**config.mk**
```make
export PLATFORM = sky130hd
export DESIGN_NAME = pds_addr_gen
export DESIGN_NICKNAME = d
export VERILOG_FILES = /design/src/hdl/pds_pkg.sv /design/src/hdl/pds_addr_if.sv /design/src/hdl/pds_addr_gen.sv /design/src/hdl/pds_addr_form.sv
export SDC_FILE = /design/constraint.sdc
export NUM_CORES = 1
export LEC_CHECK = 0
export ABC_AREA = 0
export BUFFER_PORTS_ARGS = -buffer_cell sky130_fd_sc_hd__buf_2
export CORE_MARGIN = 3
export CORE_UTILIZATION = 47
export DETAILED_ROUTE_END_ITERATION = 8
export GPL_TIMING_DRIVEN = 0
export PLACE_DENSITY = 0.85
export SYNTH_ARGS = -nofsm -noshare
export SYNTH_HDL_FRONTEND = slang
export SYNTH_HIERARCHICAL = 1
export SYNTH_SLANG_ARGS = --single-unit
```
**constraint.sdc**
```tcl
create_clock -name core_clk -period 5.77 [get_ports core_clk]
set_input_delay 1.154 -clock core_clk [delete_from_list [all_inputs] [get_ports core_clk]]
set_output_delay 1.154 -clock core_clk [all_outputs]
set_load 0.01 [all_outputs]
```
**src/hdl/pds_pkg.sv**
```systemverilog
package pds_pkg;

   // Page geometry: one page is the 32 Kbyte window in the upper data half
   localparam int PAGE_BYTES    = 32768;
   localparam int OFS_W         = $clog2(PAGE_BYTES);
   localparam int PTR_W         = 16;
   localparam int ADDR_W        = 24;
   localparam int RD_PAGE_W     = 10;
   localparam int PAGE_LOW_W    = 9;
   localparam int BASE_HI_W     = ADDR_W - PTR_W;

   // Field positions
   localparam int WINDOW_BIT    = 15;
   localparam int PROG_VIEW_BIT = 9;

   // Fixed values
   localparam logic [BASE_HI_W-1:0]  BASE_HI       = 8'h00;
   localparam logic [RD_PAGE_W-1:0]  RD_PAGE_ZERO  = 10'h000;
   localparam logic [PAGE_LOW_W-1:0] WR_PAGE_ZERO  = 9'h000;
   localparam logic [ADDR_W-1:0]     EFF_RST       = 24'h000000;

   // Access lengths in instruction cycles
   localparam logic [1:0] CYC_SINGLE    = 2'h1;
   localparam logic [1:0] CYC_PAGED_RD  = 2'h2;
   localparam logic [1:0] CYC_RPT_FIRST = 2'h3;
   localparam logic [1:0] RPT_SLOW_CNT  = 2'h2;
   localparam logic [1:0] CNT_STEP      = 2'h1;
   localparam logic [1:0] CNT_LAST      = 2'h1;
   localparam logic [1:0] CNT_RST       = 2'h0;

   typedef enum logic [1:0]
   {
      TGT_BASE      = 2'h0,
      TGT_PAGED     = 2'h1,
      TGT_PROG_VIEW = 2'h3
   } pds_target_t;

   typedef enum logic [1:0]
   {
      ST_IDLE = 2'h0,
      ST_BUSY = 2'h1
   } pds_state_t;

   typedef struct packed
   {
      pds_state_t          state;
      logic [1:0]          cnt;
      logic [1:0]          rpt_cnt;
      logic                ready;
      logic                ack;
      logic                ack_write;
      logic                trap;
      pds_target_t         target;
      logic [ADDR_W-1:0]   eff;
   } pds_regs_t;

endpackage

```
**src/hdl/pds_addr_if.sv**
```systemverilog
`timescale 1ns/1ps
interface pds_addr_if;
   logic [pds_pkg::PTR_W-1:0]      ptr;
   logic                           is_write;
   logic [pds_pkg::RD_PAGE_W-1:0]  rd_page;
   logic [pds_pkg::PAGE_LOW_W-1:0] wr_page;
   logic [pds_pkg::ADDR_W-1:0]     addr;
   pds_pkg::pds_target_t           target;
   logic                           trap;

   modport req  (output ptr, output is_write, output rd_page, output wr_page,
                 input addr, input target, input trap);
   modport form (input ptr, input is_write, input rd_page, input wr_page,
                 output addr, output target, output trap);
endinterface

```
**src/hdl/pds_addr_gen.sv**
```systemverilog
`timescale 1ns/1ps
module pds_addr_gen
(
   // Clock and reset
   input  wire logic                           core_clk,
   input  wire logic                           sys_rst,
   // Request from the core
   input  wire logic                           req_valid,
   input  wire logic                           req_write,
   input  wire logic [pds_pkg::PTR_W-1:0]      req_ptr,
   input  wire logic [pds_pkg::RD_PAGE_W-1:0]  read_page_select,
   input  wire logic [pds_pkg::PAGE_LOW_W-1:0] write_page_select,
   input  wire logic                           rpt_active,
   // Answer to the core
   output      logic                           req_ready,
   output      logic                           ack,
   output      logic                           ack_write,
   output      logic [pds_pkg::ADDR_W-1:0]     effective_pointer,
   output      pds_pkg::pds_target_t           access_target,
   output      logic                           addr_err_trap
);

   pds_pkg::pds_regs_t  st_r;
   pds_pkg::pds_regs_t  st_nxt;
   logic [1:0]          cyc;

   pds_addr_if  fif ();

   assign fif.ptr      = req_ptr;
   assign fif.is_write = req_write;
   assign fif.rd_page  = read_page_select;
   assign fif.wr_page  = write_page_select;

   pds_addr_form u_form
   (
      .fif (fif.form)
   );

   always_comb
   begin
      cyc            = pds_pkg::CYC_SINGLE;
      st_nxt         = st_r;
      st_nxt.ack     = 1'b0;
      st_nxt.trap    = 1'b0;
      // Repeat run ends: the next run starts slow again
      if (!rpt_active)
      begin
         st_nxt.rpt_cnt = pds_pkg::CNT_RST;
      end
      case (st_r.state)
         pds_pkg::ST_IDLE:
         begin
            if (req_valid)
            begin
               st_nxt.eff       = fif.addr;
               st_nxt.target    = fif.target;
               st_nxt.trap      = fif.trap;
               st_nxt.ack_write = req_write;
               // Writes, base accesses and traps all finish in one cycle
               if (!fif.trap && !req_write && fif.target != pds_pkg::TGT_BASE)
               begin
                  if (rpt_active && st_r.rpt_cnt < pds_pkg::RPT_SLOW_CNT)
                  begin
                     cyc            = pds_pkg::CYC_RPT_FIRST;
                     st_nxt.rpt_cnt = st_r.rpt_cnt + pds_pkg::CNT_STEP;
                  end
                  else if (rpt_active)
                  begin
                     cyc = pds_pkg::CYC_SINGLE;
                  end
                  else
                  begin
                     cyc = pds_pkg::CYC_PAGED_RD;
                  end
               end
               if (cyc == pds_pkg::CYC_SINGLE)
               begin
                  st_nxt.ack = 1'b1;
               end
               else
               begin
                  st_nxt.state = pds_pkg::ST_BUSY;
                  st_nxt.cnt   = cyc - pds_pkg::CNT_STEP;
               end
            end
         end
         pds_pkg::ST_BUSY:
         begin
            if (st_r.cnt == pds_pkg::CNT_LAST)
            begin
               st_nxt.ack   = 1'b1;
               st_nxt.state = pds_pkg::ST_IDLE;
               st_nxt.cnt   = pds_pkg::CNT_RST;
            end
            else
            begin
               st_nxt.cnt = st_r.cnt - pds_pkg::CNT_STEP;
            end
         end
         default:
         begin
            st_nxt.state = pds_pkg::ST_IDLE;
            st_nxt.cnt   = pds_pkg::CNT_RST;
         end
      endcase
      // Ready is registered so the core sees the stall from the flop
      st_nxt.ready = (st_nxt.state == pds_pkg::ST_IDLE);
   end

   always_ff @(posedge core_clk)
   begin
      if (sys_rst)
      begin
         st_r.state     <= pds_pkg::ST_IDLE;
         st_r.cnt       <= pds_pkg::CNT_RST;
         st_r.rpt_cnt   <= pds_pkg::CNT_RST;
         st_r.ready     <= 1'b1;
         st_r.ack       <= 1'b0;
         st_r.ack_write <= 1'b0;
         st_r.trap      <= 1'b0;
         st_r.target    <= pds_pkg::TGT_BASE;
         st_r.eff       <= pds_pkg::EFF_RST;
      end
      else
      begin
         st_r <= st_nxt;
      end
   end

   assign req_ready         = st_r.ready;
   assign ack               = st_r.ack;
   assign ack_write         = st_r.ack_write;
   assign effective_pointer = st_r.eff;
   assign access_target     = st_r.target;
   assign addr_err_trap     = st_r.trap;

   // Checks
   logic                           acc;
   logic                           win;
   logic [pds_pkg::OFS_W-1:0]      ptr_ofs;
   logic [pds_pkg::PAGE_LOW_W-1:0] rd_low;
   logic                           paged_rd;

   assign acc      = req_valid && req_ready;
   assign win      = req_ptr[pds_pkg::WINDOW_BIT];
   assign ptr_ofs  = req_ptr[pds_pkg::OFS_W-1:0];
   assign rd_low   = read_page_select[pds_pkg::PAGE_LOW_W-1:0];
   assign paged_rd = acc && win && !req_write && read_page_select != pds_pkg::RD_PAGE_ZERO;
endmodule

```
**src/hdl/pds_addr_form.sv**
```systemverilog
`timescale 1ns/1ps
module pds_addr_form
(
   // Pointer and pages in, address out
   pds_addr_if.form  fif
);

   always_comb
   begin
      fif.addr   = {pds_pkg::BASE_HI, fif.ptr};
      fif.target = pds_pkg::TGT_BASE;
      fif.trap   = 1'b0;
      // No carry leaves the offset: a wrap stays inside the page
      if (fif.ptr[pds_pkg::WINDOW_BIT])
      begin
         if (fif.is_write)
         begin
            fif.addr   = {fif.wr_page, fif.ptr[pds_pkg::OFS_W-1:0]};
            fif.target = pds_pkg::TGT_PAGED;
            fif.trap   = (fif.wr_page == pds_pkg::WR_PAGE_ZERO);
         end
         else
         begin
            fif.addr   = {fif.rd_page[pds_pkg::PAGE_LOW_W-1:0],
                          fif.ptr[pds_pkg::OFS_W-1:0]};
            fif.target = fif.rd_page[pds_pkg::PROG_VIEW_BIT] ?
                         pds_pkg::TGT_PROG_VIEW : pds_pkg::TGT_PAGED;
            fif.trap   = (fif.rd_page == pds_pkg::RD_PAGE_ZERO);
         end
      end
   end

endmodule

```
==> qor.yml <==
status: "finished clean"
synth_cell_types: 29
min_period_ps: 2840
crit_arrival_ps: 3070
grt_pass1_wl_um: 6470
core_um2: 3800
syn_area_per_cell_um2: 8.15
synth_area_um2: 1920
wl_per_cell_um: 10.8
worstSetupPathType: "primary input to flop"
synth_top_family_by_area: "simple AND/OR/NAND/NOR gates"
endpoint: "st_r[34]$_SDFF_PP0_"
finalHoldViolations: 0
drv_slew: 0
postRouteAntennaNets: 0
synth_top_area_cell: "dfxtp_1"
die_y_um: 70.0
pwr-share-clk_pct: 37.5
fin_crit_sh_pct: 49.2
synth_edf_count: 0
grt_pass1_vias: 1548
clock_path_buffers: 2
power_frac_seq_pct: 47.0
rsz0062_at_grt: "no"
r2r_start: "st_r[34]$_SDFF_PP0_"
final.setup_skew_ps: 5.17
ys.flop_type: "dfxtp_1"
fp-row-count: 22
fillerInstances: 353
min_path_type: "flop to flop"
routed_wl_um: 3750
numCtsBuffers: 5
synth.area.top_cells: "dfxtp_1 (37%), buf_4 (17%), nand2_1 (12%)"
postCtsHoldBufs: 0
ys_warn_count: 6
synthArstFlopShare_pct: 0
hold-worst-slack_ps: 454
clk_pin_slew_worst_paths_ps: 70
synth-xor-area-share_pct: 0
max_freq_ghz: 0.352
setup_violations: 0
ys_seq_elements: 36
cts_setup_buffers: 0
num_antenna_cells: 0
gp_congestion: 0.868
fp.dieW_um: 70.0
total_power_mw: 0.560
area_growth_pct: 22.8
maxCapViolCount: 0
top_level_ports: 70
fin_setup_tns_ps: 0
port_buffers: 54
p_sw_mw: 0.128
cp-start-kind: "primary input"
grt_start_max_net_pins: 12
postCtsResizedCells: 0
overflow: 0
cts.root.buffer_cell: "clkbuf_8"
synth_top_area_share_pct: 37.5
dp_hpwl_um: 3030
groute.usage.overall_pct: 16.0
crit_path_end_kind: "flop"
clock_latency_ps: 280
finish.net_count: 339
swShare_pct: 22.9
tritoncts: "yes"
antenna_found_initial: 0
synthAdderAreaFrac_pct: 1.30
initial_core_util_pct: 50.7
synthCells: 236
reg2reg_to: "effective_pointer[11]$_SDFFE_PP0P_"
drt_iter0_drc: 59
p_int_mw: 0.432
cts.sinks: 36
ff2ff_setup_slack_ps: 4370
synth_compound_area_share_pct: 10.1
syn-num-nets: 278
yosysSeqAreaShare_pct: 37.5
h-tree-depth: 2
vias: 1587
final_cell_mix: "nand2_1 (62), buf_2 (57), buf_4 (43)"
drc_errors: 0
peakVddDrop_mv: 0.183
drtPass1Iterations: 4
drive_above_1_share_pct: 38.9
crit_start: "req_ptr[15]"
p_comb_share_pct: 15.5
leakagePower_nw: 1.12
pwr_density_cell_nw_per_um2: 237
reg2regPathDepth: 5
worst-path-max-fanout: 10
required_ps: 5990
synth_simple_gate_area_share_pct: 24.7
fp.dieArea_um2: 4900
final_common_cell: "nand2_1"
muxShareOfSynthArea_pct: 5.72
viasPerCell: 4.59
[state kept, by name (all words and copies together) (netlist names)]
| signal | flops |
|---|---|
| effective_pointer | 24 |
| st_r | 6 |
| access_target | 2 |
| ack | 1 |
| ack_write | 1 |
| addr_err_trap | 1 |
| req_ready | 1 |
[power groups by stage]
stage          logic [mW]  clock network (mW)  registers, mW
2_1_floorplan      0.0593                   0          0.268
3_3_place_gp       0.0865                   0          0.268
3_5_place_dp       0.0872                   0          0.269
4_1_cts            0.0876               0.214          0.263
5_1_grt            0.0969               0.225          0.264
6_report           0.0868               0.210          0.263
[how the worst min path moves through the flow]
stage | from | endpoint | slack, ps | cells past startpoint
3_3_place_gp | effective_pointer[7]$_SDFFE_PP0P_ | effective_pointer[7]$_SDFFE_PP0P_ | 440 | 2
5_1_grt | effective_pointer[7]$_SDFFE_PP0P_ | effective_pointer[7]$_SDFFE_PP0P_ | 470 | 2
2_1_floorplan | access_target[0]$_SDFFE_PP0P_ | access_target[0]$_SDFFE_PP0P_ | 440 | 2
4_1_cts | effective_pointer[10]$_SDFFE_PP0P_ | effective_pointer[10]$_SDFFE_PP0P_ | 460 | 2
3_5_place_dp | effective_pointer[7]$_SDFFE_PP0P_ | effective_pointer[7]$_SDFFE_PP0P_ | 450 | 2
6_report | effective_pointer[7]$_SDFFE_PP0P_ | effective_pointer[7]$_SDFFE_PP0P_ | 450 | 2
[cells in the mapped netlist, drive strengths merged, types with 3 or more instances]
library cell / n
nand2b: 4
clkbuf: 4
a21oi: 28
nor2b: 11
buf: 49
mux2i: 11
nor2: 3
nor4: 3
o21ai: 4
nand2: 62
dfxtp: 36
[stage by stage]
| stage | utilization (%) | setup WS, ps | instance area, um2 | instances |
|---|---|---|---|---|
| final | 62.2 | 2930 | 2360 | 346 |
| after global routing | 62.2 | 2730 | 2360 | 346 |
| after CTS | 62.2 | 2930 | 2360 | 346 |
| after detailed placement | 59.4 | 2640 | 2250 | 338 |
| after global placement | 59.4 | 2680 | 2250 | 338 |
| after floorplan | - | 3050 | 1920 | 236 |
[logic make-up (layout without fill, tap and decap cells)]
kind of cell	Yosys count	after routing
mux	11	11
fa+ha+maj	2	2
flops	36	36
buf+inv	55	117
other cells	1	1
compound gates	35	35
simple gates	96	96
[cell type report]
cell class                 instances  area [um2]  share of cell area [%]
tap                               48        60.1                    2.54
clock buffer                       6        72.6                    3.07
inverter                           2        7.51                   0.318
clock inverter                     2        35.0                    1.48
sequential                        36         721                    30.5
timing repair buffer              54         270                    11.4
buffer                            53         387                    16.4
multi-input combinational        145         810                    34.3
[worst max-delay path: stages]
cell and delay [ps]:
buf_2 110, clkbuf_1 270, and3b_2 250, nor2_1 70, nor3_1 270, nand2_1 100, ha_1 240, nand2b_1 190
o21ai_0 250, and2_1 160
[per-layer routing]
| metal | vias up | share of wire, % | wire length (um) | track usage, % |
|---|---|---|---|---|
| li1 | 849 | - | - | - |
| met1 | 694 | 44 | 1670 | 19.3 |
| met2 | 40 | 48 | 1820 | 27.4 |
| met3 | 4 | 6.5 | 244 | 4.89 |
| met4 | 0 | 0.56 | 21 | 4.47 |
| met5 | - | 0 | 0 | 0 |
(Power assumes the default switching activity.)
